## config.mk

```make
export PLATFORM = sky130hd
export DESIGN_NAME = serializer_config_control
export DESIGN_NICKNAME = d
export VERILOG_FILES = /design/src/serializer_cfg_pkg.sv /design/src/tx_clock_channel.sv /design/src/serializer_config_control.sv
export VERILOG_INCLUDE_DIRS = /design/src /design/src/src
export SDC_FILE = /design/constraint.sdc
export NUM_CORES = 1
export LEC_CHECK = 0
export ABC_CLOCK_PERIOD_IN_PS = 8800
export BUFFER_PORTS_ARGS = -buffer_cell sky130_fd_sc_hd__buf_2
export CAP_MARGIN = 25
export CORE_MARGIN = 3
export CORE_UTILIZATION = 45
export CTS_CLUSTER_DIAMETER = 150
export CTS_CLUSTER_SIZE = 25
export DETAILED_ROUTE_END_ITERATION = 8
export GPL_TIMING_DRIVEN = 0
export PLACE_DENSITY = 0.75
export SLEW_MARGIN = 0
export SYNTH_ARGS = -nofsm -noshare
export SYNTH_HDL_FRONTEND = slang
export SYNTH_SLANG_ARGS = --single-unit
```

## constraint.sdc

```tcl
create_clock -name clk -period 8.8 [get_ports clk]
set_input_delay 0.44 -clock clk [delete_from_list [all_inputs] [get_ports clk]]
set_output_delay 0.44 -clock clk [all_outputs]
set_load 0.02 [all_outputs]
```

## src/serializer_cfg_defines.svh

```systemverilog
// register offsets, latch fields, reset values and timing counts
`ifndef SERIALIZER_CFG_DEFINES_SVH
`define SERIALIZER_CFG_DEFINES_SVH

`define CLK_PERIOD_NS       100
`define SYNC_STAGES         2
`define LATCH_COUNT         8
`define LATCH_BASE_OFF      8'h00
`define LATCH_LAST_OFF      8'h1C
`define STATUS_OFF          8'h20
`define PIN_WRITE_OFF       8'h24
`define LATCH_INIT          4'h0
`define FLD_RATE_DOUBLE     0
`define FLD_HALF_RATE       1
`define RANGE_CODE_LOW      2'h0
`define RANGE_CODE_MID      2'h1
`define RANGE_CODE_HIGH     2'h3
`define RESP_OKAY           2'h0
`define RESP_SLVERR         2'h2

`endif

```

## src/serializer_cfg_pkg.sv

```systemverilog
// types shared by the configuration block and its channel slices
package serializer_cfg_pkg;

   typedef enum logic [2:0] {
      RANGE_LOW  = 3'h1,
      RANGE_MID  = 3'h2,
      RANGE_HIGH = 3'h4
   } pll_range_t;

   typedef enum logic [2:0] {
      WR_IDLE = 3'h1,
      WR_DO   = 3'h2,
      WR_RESP = 3'h4
   } wr_state_t;

endpackage

```

## src/tx_clock_channel.sv

```systemverilog
// one channel: transmit clock synthesis, range decode, character capture
`include "serializer_cfg_defines.svh"

module tx_clock_channel
   import serializer_cfg_pkg::*;
(
   // clock and reset
   input  wire logic             clk,
   input  wire logic             rst,
   // configuration
   input  wire logic             rate_double,
   input  wire logic             half_rate,
   input  wire logic [1:0]       range_code,
   // reference and parallel data
   input  wire logic             ref_in,
   input  wire logic [9:0]       data_in,
   // outputs
   output logic                  clk_out,
   output pll_range_t            range_sel,
   output logic [9:0]            char_data,
   output logic                  char_valid
);

   logic ref_d1;
   logic ref_d2;
   logic rise;
   logic fall;

   always_ff @(posedge clk or posedge rst) begin
      if (rst) begin
         ref_d1 <= 1'b0;
         ref_d2 <= 1'b0;
      end else begin
         ref_d1 <= ref_in;
         ref_d2 <= ref_d1;
      end
   end

   assign rise = ref_d1 & ~ref_d2;
   assign fall = ~ref_d1 & ref_d2;

   // same rate follows the reference, double rate pulses on each edge
   always_ff @(posedge clk or posedge rst) begin
      if (rst) begin
         clk_out <= 1'b0;
      end else if (rate_double) begin
         clk_out <= ref_d1 ^ ref_d2;
      end else begin
         clk_out <= ref_d1;
      end
   end

   always_ff @(posedge clk or posedge rst) begin
      if (rst) begin
         range_sel <= RANGE_LOW;
      end else if (range_code == `RANGE_CODE_LOW) begin
         range_sel <= RANGE_LOW;
      end else if (range_code == `RANGE_CODE_HIGH) begin
         range_sel <= RANGE_HIGH;
      end else begin
         range_sel <= RANGE_MID;
      end
   end

   // half rate takes a character on both reference edges
   always_ff @(posedge clk or posedge rst) begin
      if (rst) begin
         char_data  <= 10'h000;
         char_valid <= 1'b0;
      end else begin
         char_valid <= rise | (half_rate & fall);
         if (rise | (half_rate & fall)) begin
            char_data <= data_in;
         end
      end
   end

   a_half_rate_edge: assert property (@(posedge clk) disable iff (rst)
      (fall && half_rate) |=> (char_valid && char_data == $past(data_in)))
      else $error("falling reference edge missed in half rate");

   a_full_rate_skip: assert property (@(posedge clk) disable iff (rst)
      (fall && !half_rate) |=> !char_valid)
      else $error("falling edge taken in full rate");

   a_double_pulse: assert property (@(posedge clk) disable iff (rst)
      (rate_double && (rise || fall)) |=> clk_out)
      else $error("double rate clock misses an edge");

endmodule

```

## src/serializer_config_control.sv

```systemverilog
// configuration latches, pin and AXI4-Lite write paths, per-channel clocking
//
// Register access over AXI4-Lite and the address map are this design's own decisions.
`include "serializer_cfg_defines.svh"

module serializer_config_control
   import serializer_cfg_pkg::*;
#(
   parameter int NCH = 2
)(
   // clock and reset
   input  wire logic                 clk,
   input  wire logic                 rst,
   // axi4-lite write address
   input  wire logic                 s_axi_awvalid,
   output logic                      s_axi_awready,
   input  wire logic [7:0]           s_axi_awaddr,
   // axi4-lite write data
   input  wire logic                 s_axi_wvalid,
   output logic                      s_axi_wready,
   input  wire logic [31:0]          s_axi_wdata,
   input  wire logic [3:0]           s_axi_wstrb,
   // axi4-lite write response
   output logic                      s_axi_bvalid,
   input  wire logic                 s_axi_bready,
   output logic [1:0]                s_axi_bresp,
   // axi4-lite read address
   input  wire logic                 s_axi_arvalid,
   output logic                      s_axi_arready,
   input  wire logic [7:0]           s_axi_araddr,
   // axi4-lite read data
   output logic                      s_axi_rvalid,
   input  wire logic                 s_axi_rready,
   output logic [31:0]               s_axi_rdata,
   output logic [1:0]                s_axi_rresp,
   // configuration pin bus
   input  wire logic                 cfg_write_strobe_n,
   input  wire logic [2:0]           cfg_addr,
   input  wire logic [3:0]           cfg_data,
   // channel side
   input  wire logic [NCH-1:0]       channel_reference_clock,
   input  wire logic [2*NCH-1:0]     rate_range_select,
   input  wire logic [10*NCH-1:0]    tx_data,
   output logic [NCH-1:0]            tx_char_clock_out,
   output logic [3*NCH-1:0]          pll_range,
   output logic [10*NCH-1:0]         tx_char_data,
   output logic [NCH-1:0]            tx_char_valid
);

   // status word fits at most five channels below the write count
   if (NCH < 1 || NCH > 5) begin : g_bad_nch
      $error("NCH must be 1 to 5");
   end

   logic [3:0]        latch [`LATCH_COUNT];
   logic [31:0]       latch_flat;
   logic              strobe_s1;
   logic              strobe_s2;
   logic              strobe_s3;
   logic [2:0]        addr_s1;
   logic [2:0]        addr_s2;
   logic [3:0]        data_s1;
   logic [3:0]        data_s2;
   logic              pin_write;
   logic [2:0]        last_pin_addr;
   logic [3:0]        last_pin_data;
   logic [7:0]        pin_write_count;
   wr_state_t         wr_state;
   logic              aw_held;
   logic              w_held;
   logic [7:0]        aw_addr;
   logic [31:0]       w_data;
   logic [3:0]        w_strb;
   logic              axi_write;
   logic              wr_hit;
   logic [2:0]        wr_index;
   logic [31:0]       next_rdata;
   logic [1:0]        next_rresp;

   // asynchronous pins pass a two-stage synchroniser; strobe idles high
   always_ff @(posedge clk or posedge rst) begin
      if (rst) begin
         strobe_s1 <= 1'b1;
         strobe_s2 <= 1'b1;
         strobe_s3 <= 1'b1;
         addr_s1   <= 3'h7;
         addr_s2   <= 3'h7;
         data_s1   <= 4'hF;
         data_s2   <= 4'hF;
      end else begin
         strobe_s1 <= cfg_write_strobe_n;
         strobe_s2 <= strobe_s1;
         strobe_s3 <= strobe_s2;
         addr_s1   <= cfg_addr;
         addr_s2   <= addr_s1;
         data_s1   <= cfg_data;
         data_s2   <= data_s1;
      end
   end

   // write takes effect as the strobe returns high
   assign pin_write = strobe_s2 & ~strobe_s3;

   always_ff @(posedge clk or posedge rst) begin
      if (rst) begin
         last_pin_addr   <= 3'h0;
         last_pin_data   <= 4'h0;
         pin_write_count <= 8'h00;
      end else if (pin_write) begin
         last_pin_addr   <= addr_s2;
         last_pin_data   <= data_s2;
         pin_write_count <= pin_write_count + 8'h01;
      end
   end

   // axi write channels are held independently until both arrive
   always_ff @(posedge clk or posedge rst) begin
      if (rst) begin
         aw_held <= 1'b0;
         aw_addr <= 8'h00;
      end else if (s_axi_awvalid && s_axi_awready) begin
         aw_held <= 1'b1;
         aw_addr <= s_axi_awaddr;
      end else if (wr_state == WR_DO) begin
         aw_held <= 1'b0;
      end
   end

   always_ff @(posedge clk or posedge rst) begin
      if (rst) begin
         w_held <= 1'b0;
         w_data <= 32'h0000_0000;
         w_strb <= 4'h0;
      end else if (s_axi_wvalid && s_axi_wready) begin
         w_held <= 1'b1;
         w_data <= s_axi_wdata;
         w_strb <= s_axi_wstrb;
      end else if (wr_state == WR_DO) begin
         w_held <= 1'b0;
      end
   end

   always_ff @(posedge clk or posedge rst) begin
      if (rst) begin
         s_axi_awready <= 1'b1;
         s_axi_wready  <= 1'b1;
      end else begin
         s_axi_awready <= ~aw_held & ~(s_axi_awvalid & s_axi_awready) & (wr_state == WR_IDLE);
         s_axi_wready  <= ~w_held & ~(s_axi_wvalid & s_axi_wready) & (wr_state == WR_IDLE);
      end
   end

   assign wr_hit   = (aw_addr[1:0] == 2'h0) && (aw_addr <= `LATCH_LAST_OFF);
   assign wr_index = aw_addr[4:2];
   assign axi_write = (wr_state == WR_DO) && wr_hit && w_strb[0];

   always_ff @(posedge clk or posedge rst) begin
      if (rst) begin
         wr_state     <= WR_IDLE;
         s_axi_bvalid <= 1'b0;
         s_axi_bresp  <= `RESP_OKAY;
      end else begin
         case (wr_state)
            WR_IDLE: begin
               if (aw_held && w_held) begin
                  wr_state <= WR_DO;
               end
            end
            WR_DO: begin
               wr_state     <= WR_RESP;
               s_axi_bvalid <= 1'b1;
               s_axi_bresp  <= wr_hit ? `RESP_OKAY : `RESP_SLVERR;
            end
            WR_RESP: begin
               if (s_axi_bready) begin
                  wr_state     <= WR_IDLE;
                  s_axi_bvalid <= 1'b0;
               end
            end
            default: begin
               wr_state <= WR_IDLE;
            end
         endcase
      end
   end

   // latches: reset value, then pin write over a same-cycle axi write
   generate
      for (genvar i = 0; i < `LATCH_COUNT; i++) begin : g_latch
         always_ff @(posedge clk or posedge rst) begin
            if (rst) begin
               latch[i] <= `LATCH_INIT;
            end else if (pin_write && addr_s2 == 3'(i)) begin
               latch[i] <= data_s2;
            end else if (axi_write && wr_index == 3'(i)) begin
               latch[i] <= w_data[3:0];
            end
         end
         assign latch_flat[4*i +: 4] = latch[i];
      end
   endgenerate

   // read path answers one cycle after the address is taken
   always_comb begin
      next_rdata = 32'h0000_0000;
      next_rresp = `RESP_OKAY;
      if (s_axi_araddr[1:0] == 2'h0 && s_axi_araddr <= `LATCH_LAST_OFF) begin
         next_rdata[3:0] = latch[s_axi_araddr[4:2]];
      end else if (s_axi_araddr == `STATUS_OFF) begin
         next_rdata[NCH-1:0]         = tx_char_clock_out;
         next_rdata[8 +: 3*NCH]      = pll_range;
         next_rdata[31:24]           = pin_write_count;
      end else if (s_axi_araddr == `PIN_WRITE_OFF) begin
         next_rdata[3:0] = last_pin_data;
         next_rdata[6:4] = last_pin_addr;
      end else begin
         next_rresp = `RESP_SLVERR;
      end
   end

   always_ff @(posedge clk or posedge rst) begin
      if (rst) begin
         s_axi_arready <= 1'b1;
         s_axi_rvalid  <= 1'b0;
         s_axi_rdata   <= 32'h0000_0000;
         s_axi_rresp   <= `RESP_OKAY;
      end else if (s_axi_arvalid && s_axi_arready) begin
         s_axi_arready <= 1'b0;
         s_axi_rvalid  <= 1'b1;
         s_axi_rdata   <= next_rdata;
         s_axi_rresp   <= next_rresp;
      end else if (s_axi_rvalid && s_axi_rready) begin
         s_axi_arready <= 1'b1;
         s_axi_rvalid  <= 1'b0;
      end
   end

   // one slice per channel, rate modes steered by that channel's latch, range by its select pins
   generate
      for (genvar c = 0; c < NCH; c++) begin : g_chan
         pll_range_t range_c;
         tx_clock_channel u_chan (
            .clk         (clk),
            .rst         (rst),
            .rate_double (latch[c][`FLD_RATE_DOUBLE]),
            .half_rate   (latch[c][`FLD_HALF_RATE]),
            .range_code  (rate_range_select[2*c +: 2]),
            .ref_in      (channel_reference_clock[c]),
            .data_in     (tx_data[10*c +: 10]),
            .clk_out     (tx_char_clock_out[c]),
            .range_sel   (range_c),
            .char_data   (tx_char_data[10*c +: 10]),
            .char_valid  (tx_char_valid[c])
         );
         assign pll_range[3*c +: 3] = range_c;
      end
   endgenerate

   a_pin_capture: assert property (@(posedge clk) disable iff (rst)
      pin_write |=> latch[$past(addr_s2)] == $past(data_s2))
      else $error("pin write not stored in latch");

   a_release_edge: assert property (@(posedge clk) disable iff (rst)
      (strobe_s2 && !strobe_s3) |-> ##2 (pin_write_count == $past(pin_write_count, 2) + 8'h01))
      else $error("write not counted on strobe release");

   a_no_write_low: assert property (@(posedge clk) disable iff (rst)
      (!strobe_s2 && !strobe_s3) |=> $stable(pin_write_count))
      else $error("write taken while strobe still low");

   a_reset_latch: assert property (@(posedge clk)
      $fell(rst) |-> (latch_flat == {`LATCH_COUNT{`LATCH_INIT}} && pin_write_count == 8'h00))
      else $error("latch not at init after reset");

   a_ready_after_rst: assert property (@(posedge clk)
      $fell(rst) |-> (s_axi_arready && wr_state == WR_IDLE && !s_axi_rvalid))
      else $error("block not ready at reset release");

   a_write_resp: assert property (@(posedge clk) disable iff (rst)
      (wr_state == WR_IDLE && aw_held && w_held) |-> ##2 s_axi_bvalid)
      else $error("write response late");

   a_read_hold: assert property (@(posedge clk) disable iff (rst)
      (s_axi_rvalid && !s_axi_rready) |=> (s_axi_rvalid && $stable(s_axi_rdata)))
      else $error("read data dropped before accept");

   a_range_decode: assert property (@(posedge clk) disable iff (rst)
      (rate_range_select[1:0] == `RANGE_CODE_HIGH) |=> pll_range[2:0] == RANGE_HIGH)
      else $error("high range not selected");

   // handshake order on the register bus
   a_bresp_hold: assert property (@(posedge clk) disable iff (rst)
      (s_axi_bvalid && !s_axi_bready) |=> (s_axi_bvalid && $stable(s_axi_bresp)))
      else $error("write response dropped before accept");

   a_busy_refuse: assert property (@(posedge clk) disable iff (rst)
      (wr_state != WR_IDLE) |-> (!s_axi_awready && !s_axi_wready))
      else $error("write accepted while busy");

   a_ready_return: assert property (@(posedge clk) disable iff (rst)
      (s_axi_bvalid && s_axi_bready) |-> ##2 (s_axi_awready && s_axi_wready))
      else $error("write channels not reopened after response");

   a_read_answer: assert property (@(posedge clk) disable iff (rst)
      (s_axi_arvalid && s_axi_arready) |=> (s_axi_rvalid && !s_axi_arready))
      else $error("read not answered next cycle");

   a_read_refuse: assert property (@(posedge clk) disable iff (rst)
      s_axi_rvalid |-> !s_axi_arready)
      else $error("read address accepted while data pending");

   a_bad_resp: assert property (@(posedge clk) disable iff (rst)
      (wr_state == WR_DO && !wr_hit) |=> (s_axi_bresp == `RESP_SLVERR))
      else $error("unmapped write not refused");

   // latch contents and pin bus capture
   a_axi_store: assert property (@(posedge clk) disable iff (rst)
      (axi_write && !(pin_write && addr_s2 == wr_index)) |=> latch[$past(wr_index)] == $past(w_data[3:0]))
      else $error("bus write not stored in latch");

   a_strobe_skip: assert property (@(posedge clk) disable iff (rst)
      !strobe_s2 |=> ($stable(last_pin_data) && $stable(last_pin_addr)))
      else $error("pin bus sampled while strobe low");

   a_status_count: assert property (@(posedge clk) disable iff (rst)
      (s_axi_arvalid && s_axi_arready && s_axi_araddr == `STATUS_OFF) |=> s_axi_rdata[31:24] == $past(pin_write_count))
      else $error("status word shows wrong write count");

   c_pin_write:  cover property (@(posedge clk) disable iff (rst) pin_write);
   c_axi_write:  cover property (@(posedge clk) disable iff (rst) axi_write);
   c_bad_read:   cover property (@(posedge clk) disable iff (rst) s_axi_rvalid && s_axi_rresp == `RESP_SLVERR);
   c_double_clk: cover property (@(posedge clk) disable iff (rst) latch[0][`FLD_RATE_DOUBLE] && tx_char_clock_out[0]);

endmodule

```

=== Word level (Yosys, flattened, before mapping) ===
Index checks and enable logic that the tools add are counted.

* $add $sub $neg: 1
* Magnitude comparators: 3
* Eq/ne operators: 23
* Mux-type cells: 50
* Bitwise logic cells: 27
* Reduce and logical (&&, ||, !) cells: 45

{| class="wikitable"
|+ Operators by type and width
! operator !! count
|-
| $mux 4 || 19
|-
| $eq 3x3->1 const B || 9
|-
| $logic_and 1x1->1 || 25
|-
| $reduce_bool 2->1 || 12
|-
| $mux 3 || 7
|-
| $eq 8x6->1 const B || 2
|-
| $le 8x5->1 const B || 2
|-
| $mux 8 || 2
|-
| $eq 3x2->1 const B || 5
|-
| $and 1x1->1 || 13
|-
| $bmux 4 s3 || 1
|-
| $mux 6 || 2
|-
| $mux 1 || 10
|-
| $mux 2 || 5
|-
| $eq 3x1->1 const B || 3
|-
| $not 1->1 || 9
|-
| $pmux 3 s3 || 1
|-
| $add 8x1->8 const B || 1
|-
| $logic_not 2->1 || 4
|-
| $mux 7 || 1
|-
| $logic_not 3->1 || 2
|-
| $mux 5 || 1
|-
| $eq 2x2->1 const B || 2
|-
| $ge 4x4->1 const B || 1
|-
| other kinds (7) || 10
|}

* Register bits after elaboration: 146
* Output and inout port bits: 71

=== Logic depth before layout (Yosys ltp) ===
* Depth in word-level cells: 7
* Gate-level depth with buffers: 6
* Mapped depth without buffers: 4

=== Hierarchy ===
Synthesis repeated with hierarchy kept, for this count alone.

* Cells, all modules: 427
* Area total of the unflattened synthesis: 6,204.7 µm²

{| class="wikitable"
|+ Modules (own cells, without submodules)
! module !! times used !! cells each !! area each (µm²) !! sequential area each (µm²)
|-
| serializer_config_control || 1 || 347 || 4,921.0 || 2,778.9
|-
| tx_clock_channel || 2 || 40 || 641.9 || 426.7
|}

=== Least setup slack after synthesis ===
Ideal clock, no wire load.

* Path kind: register to register
* From: reg addr_s2[1]
* To: reg latch[16] in the netlist's numbering
* Library setup time: 0.125 ns
* Arrival time: 1.666 ns
* Required time: 8.675 ns
* Path slack: 7.009 ns
* Stages on the path, launching flop included: 5
* Path through: dfstp_2 -> nand3b_1 -> nor3b_2 -> mux2_2 -> mux2_2

* Word-level cells in the longest chain between the ends: 3
* Elaborated cells on any way between the ends: 4
* Classes of those cells: eq/ne: 1; mux: 1; reduce/logical: 2

{| class="wikitable"
|+ RTL lines
! item !! RTL line !! source
|-
| start, declared || serializer_config_control.sv:61 || <nowiki>logic [2:0] addr_s2;</nowiki>
|-
| start signal, assigned || serializer_config_control.sv:95 || <nowiki>addr_s2 <= addr_s1;</nowiki>
|-
| $eq 3x2->1 (*) || serializer_config_control.sv:193 || <nowiki>end else if (pin_write && addr_s2 == 3'(i)) begin</nowiki>
|-
| $logic_and 1x1->1 (*) || serializer_config_control.sv:193 ||
|-
| $mux 4 or $reduce_bool 2->1 (tied branches) || - ||
|-
| end signal, assigned by index || serializer_config_control.sv:192 || <nowiki>latch[i] <= `LATCH_INIT;</nowiki>
|-
| end signal, assigned by index || serializer_config_control.sv:194 || <nowiki>latch[i] <= data_s2;</nowiki>
|-
| end signal, assigned by index || serializer_config_control.sv:196 || <nowiki>latch[i] <= w_data[3:0];</nowiki>
|-
| end, declared || serializer_config_control.sv:55 || <nowiki>logic [3:0] latch [`LATCH_COUNT];</nowiki>
|}

Every way passes the cells marked *; elsewhere a longest branch is shown, timed or not.
A chain may end at the register's enable or synchronous reset.

=== Worst setup path in the final report ===
* From: reg addr_s2[2]
* To: reg latch[10] in the netlist's numbering

* Word-level cells in the longest chain between the ends: 3
* Elaborated cells on any way between the ends: 4
* Classes of those cells: eq/ne: 1; mux: 1; reduce/logical: 2

{| class="wikitable"
|+ RTL lines
! item !! RTL line
|-
| $eq 3x3->1 (*) || serializer_config_control.sv:193
|-
| $logic_and 1x1->1 (*) || serializer_config_control.sv:193
|-
| $mux 4 or $reduce_bool 2->1 (tied branches) || -
|}

Marks and branches as above.

==> impl_results.rst <==
.. list-table::
   :header-rows: 1

   * - Metric
     - Value
   * - Outcome
     - finished clean
   * - HPWL after detailed placement
     - 9108 um
   * - CP Data Arrival Time
     - 2.41 ns
   * - Synthesized netlist cell count
     - 447
   * - Area inside the core boundary
     - 13400 um2
   * - Worst hold margin
     - 0.09127 ns
   * - Fin cells
     - 785
   * - Clock Sinks
     - 144
   * - EDFF count, synth
     - 0
   * - Number of core rows
     - 42
   * - Cell area after synthesis
     - 6233 um2
   * - Number of placed instances, taps included
     - between 700 and 800
   * - Leak pwr
     - between 3 and 4 nW
   * - Reg area
     - around 3600 um2
   * - Critical Path End
     - latch[10]$_DFFE_PP0P_
   * - Setup slack of the worst register-to-register path
     - 6.69 ns
   * - Wire length of the first global-routing pass
     - 20290 um
   * - Post-synthesis cell type with the largest combined area
     - sky130_fd_sc_hd__dfrtp_1
   * - Most frequent cell on the critical path
     - sky130_fd_sc_hd__mux2_2
   * - Detailed-router iteration count before antenna repair
     - 4
   * - Startpoint type of the worst setup path
     - flip-flop
   * - Per-cell routed wire length
     - 16.01 um
   * - Fmax achieved
     - 474.3 MHz
   * - Overall track demand over capacity in global routing
     - 17.10%
   * - Via count of the first global-routing pass
     - 4071
   * - Clock share of power
     - roughly a third
   * - Remaining number of nets flagged by the antenna check after routing
     - 0
   * - Post CTS Setup Buffer Count
     - 0
   * - Sequential element share of the synthesized area
     - about three fifths
   * - Number of clock buffers inserted by TritonCTS
     - 17
   * - Initial core utilization
     - between 40% and 50%
   * - Setup repair after global routing missed its margin
     - no
   * - Horizontal die dimension
     - 123.7 um
   * - Required time of the critical path
     - 9.10 ns
   * - Number of vias per cell
     - 5.092
   * - Worst flop-to-flop path endpoint
     - latch[10]$_DFFE_PP0P_
   * - Sum of internal, switching and leakage power
     - 2.241 mW
   * - Yosys reg bits
     - around 140
   * - Fraction of power consumed by combinational cells
     - 23.8%
   * - Count of filler cells inserted in the layout
     - between 1000 and 1500
   * - Overflow left after global routing
     - 0
   * - Vertical extent of the die
     - 123.7 um
   * - Number of diodes
     - 0
   * - Worst rel slew slack
     - 52.39%
   * - Tightest Pin Transition
     - roughly 0.71 ns
   * - Final critical delay including setup and external delays
     - 2.108 ns
   * - CTS resizes
     - 0
   * - Multi-input combinational cell area
     - 2419 um2
   * - Clock buffer depth
     - 2
   * - Hold WC Path Type
     - in2async
   * - Port Buffers
     - about 120
   * - Cell at the root of the clock tree
     - sky130_fd_sc_hd__clkbuf_16
   * - Average size of a mapped cell
     - between 10 and 15 um2
   * - Largest cells by area after synthesis
     - sky130_fd_sc_hd__dfrtp_1 (49%), sky130_fd_sc_hd__mux2_2 (16%), sky130_fd_sc_hd__dfstp_2 (9.7%)
   * - Crit end category
     - flip-flop
   * - Async set or reset register ratio after synthesis
     - 100.0%
   * - Top-area cell type share of the netlist area
     - about half
   * - Antenna violations before repair
     - 0
   * - Top_reg_cell synth
     - sky130_fd_sc_hd__dfrtp_1
   * - Worst setup path startpoint
     - addr_s2[2]$_DFF_PP1_
   * - Share of layout cells above drive strength 1
     - 50.90%
   * - Number of different library cells in the post-synthesis netlist
     - 44
   * - Non-Filler Cell Area, Final
     - between 7000 and 8000 um2
   * - IO Count
     - approximately 160
   * - CTS tree
     - built
   * - Switching share of power
     - 28.65%
   * - Post-Route Skew
     - 0.009089 ns
   * - Top-count cell post-synth
     - sky130_fd_sc_hd__dfrtp_1
   * - Cells traversed along the worst timing path
     - nand2_1 > nor3_1 > mux2_2 > mux2_2
   * - Clock-pin slew of the registers on the worst-case setup and hold paths
     - 0.06 ns
   * - Final setup fails
     - 0
   * - Vias after detailed routing
     - 3997
   * - Sequential share of power
     - 44.4%
   * - Period Utilization, post-route
     - 23.96%
   * - Aggregate negative setup slack
     - 0 ns
   * - Most common library cells after synthesis
     - sky130_fd_sc_hd__dfrtp_1 (121), sky130_fd_sc_hd__mux2_2 (89), sky130_fd_sc_hd__nand2_1 (41)
   * - Internal portion of total power
     - 1.599 mW
   * - Maximum capacitance violations
     - 0
   * - Cell with the biggest individual delay on the critical path
     - sky130_fd_sc_hd__dfstp_2
   * - Area of the die
     - 15300 um2
   * - Crit Reg-Reg Startpoint
     - addr_s2[2]$_DFF_PP1_
   * - Count of hold-fix buffers inserted at cts
     - 0
   * - Switching pwr
     - 0.6420 mW
   * - Worst Path Class, Setup
     - reg2reg
   * - Pin count of the biggest net entering global routing
     - 84
   * - Final hold violations
     - 0
   * - Max IR drop VDD
     - between 100 and 150 uV
   * - Initial DRC count
     - around 230
   * - Max Fanout on Critical Path
     - 7
   * - Residual DRC count
     - 0
   * - Number of cells on the worst reg-to-reg path
     - 4
   * - Cell area reported after detailed placement
     - 7117 um2
   * - Cell Pwr Density
     - 290.6 nW/um2
   * - Fin. max-slew vios
     - 0
   * - Final Wtd Congestion
     - 0.7939
   * - Layout area overhead
     - 23.73%
   * - Nets@finish
     - 698
   * - Total routed wirelength
     - roughly 13000 um
   * - Worst path max stage delay
     - 0.61 ns
   * - Number of warnings reported in the yosys synthesis log
     - 0
   * - # H-tree levels
     - 4
   * - Worst skew pair latency
     - 0.42 ns
flip-flops by register name, indices dropped and copies added (netlist names), 2 cells and up:
name / count
s_axi_rdata: 21
aw_addr: 8
g_chan.u_chan.clk_out: 2
last_pin_data: 4
g_chan.u_chan.range_sel: 6
g_chan.u_chan.ref_d1: 2
g_chan.u_chan.char_data: 20
wr_state: 3
latch: 32
addr_s2: 3
w_data: 4
g_chan.u_chan.ref_d2: 2
data_s1: 4
data_s2: 4
addr_s1: 3
pin_write_count: 8
last_pin_addr: 3
g_chan.u_chan.char_valid: 2
power by group through the flow:
| stage | clock (mW) | sequential (mW) | combinational (mW) |
|---|---|---|---|
| after floorplan | 0 | 1.01 | 0.366 |
| after global placement | 0 | 0.990 | 0.517 |
| after detailed placement | 0 | 1.00 | 0.539 |
| after CTS | 0.728 | 0.994 | 0.542 |
| after global routing | 0.760 | 1.02 | 0.590 |
| final | 0.714 | 0.994 | 0.533 |
layout make-up:
type | count | area share (%)
inverter | 15 | 0.7949
tap | 176 | 2.855
sequential | 144 | 47.10
buffer | 28 | 2.223
timing repair buffer | 118 | 7.949
clock inverter | 9 | 1.395
clock buffer | 23 | 6.327
multi-input combinational | 272 | 31.36
per-layer routing:
layer | track usage (%) | wire length, um
met1 | 21.88 | 5393
met2 | 27.98 | 6184
met3 | 4.496 | 845
met4 | 6.367 | 144
met5 | 0 | 0
cell usage in the layout, fill, tap and decap left out, types with 3 or more instances in the layout:
| master | n |
|---|---|
| sky130_fd_sc_hd__dfrtp_1 | 121 |
| sky130_fd_sc_hd__buf_2 | 119 |
| sky130_fd_sc_hd__mux2_2 | 89 |
| sky130_fd_sc_hd__nand2_1 | 41 |
| sky130_fd_sc_hd__dfstp_2 | 23 |
| sky130_fd_sc_hd__nor2_1 | 17 |
| sky130_fd_sc_hd__a22o_1 | 17 |
| sky130_fd_sc_hd__buf_4 | 17 |
| sky130_fd_sc_hd__clkbuf_16 | 17 |
| sky130_fd_sc_hd__inv_1 | 14 |
| sky130_fd_sc_hd__conb_1 | 13 |
| sky130_fd_sc_hd__clkbuf_1 | 10 |
| sky130_fd_sc_hd__ha_1 | 9 |
| sky130_fd_sc_hd__mux2i_1 | 8 |
| sky130_fd_sc_hd__mux4_2 | 8 |
| sky130_fd_sc_hd__mux2_4 | 8 |
| sky130_fd_sc_hd__a21oi_1 | 7 |
| sky130_fd_sc_hd__nand3b_1 | 6 |
| sky130_fd_sc_hd__xnor2_1 | 5 |
| sky130_fd_sc_hd__nor3b_2 | 4 |
| sky130_fd_sc_hd__clkbuf_8 | 4 |
| sky130_fd_sc_hd__nand4_1 | 3 |
| sky130_fd_sc_hd__a31oi_1 | 3 |
| sky130_fd_sc_hd__nand3_1 | 3 |
| sky130_fd_sc_hd__clkinv_2 | 3 |
worst min path at each step:
| stage | end | slack (ns) | depth (start not counted) |
|---|---|---|---|
| floorplan | addr_s2[0]$_DFF_PP1_ | 0.35 | 0 |
| detailed placement | data_s2[0]$_DFF_PP1_ | 0.35 | 0 |
| global placement | data_s2[2]$_DFF_PP1_ | 0.35 | 0 |
| global route | data_s1[3]$_DFF_PP1_ | 0.11 | 1 |
| CTS | data_s1[3]$_DFF_PP1_ | 0.10 | 1 |
| finish | s_axi_rdata[9]$_DFFE_PP0P_ | 0.09 | 2 |
through the flow:
step                      util [%]  worst slack, ns
after detailed placement     53.11            6.681
final                        57.55            6.692
after floorplan                  -            4.532
after CTS                    57.55            6.672
after global placement       52.87            3.233
after global routing         57.55            6.595
critical path, delay by kind of cell, from the launching register on:
family	cells	cell delay, ns
muxes	2	0.67
DFF	1	0.61
and+or+nand+nor	2	0.71
cells by family (layout without fill, tap and decap cells):
family                   Yosys count  in the layout  share of synthesized area [%]
multiplexers                     113            113                          22.18
AO/OA/AOI/OAI                     41             41                          5.680
adder cells (fa/ha/maj)            9              9                          1.807
XOR/XNOR                           7              7                         0.9836
buffers and inverters             43            193                          3.653
flip-flops                       144            144                          58.27
other                              1             13                        0.06016
AND/OR/NAND/NOR                   89             89                          7.367
(Power assumes the default switching activity.)
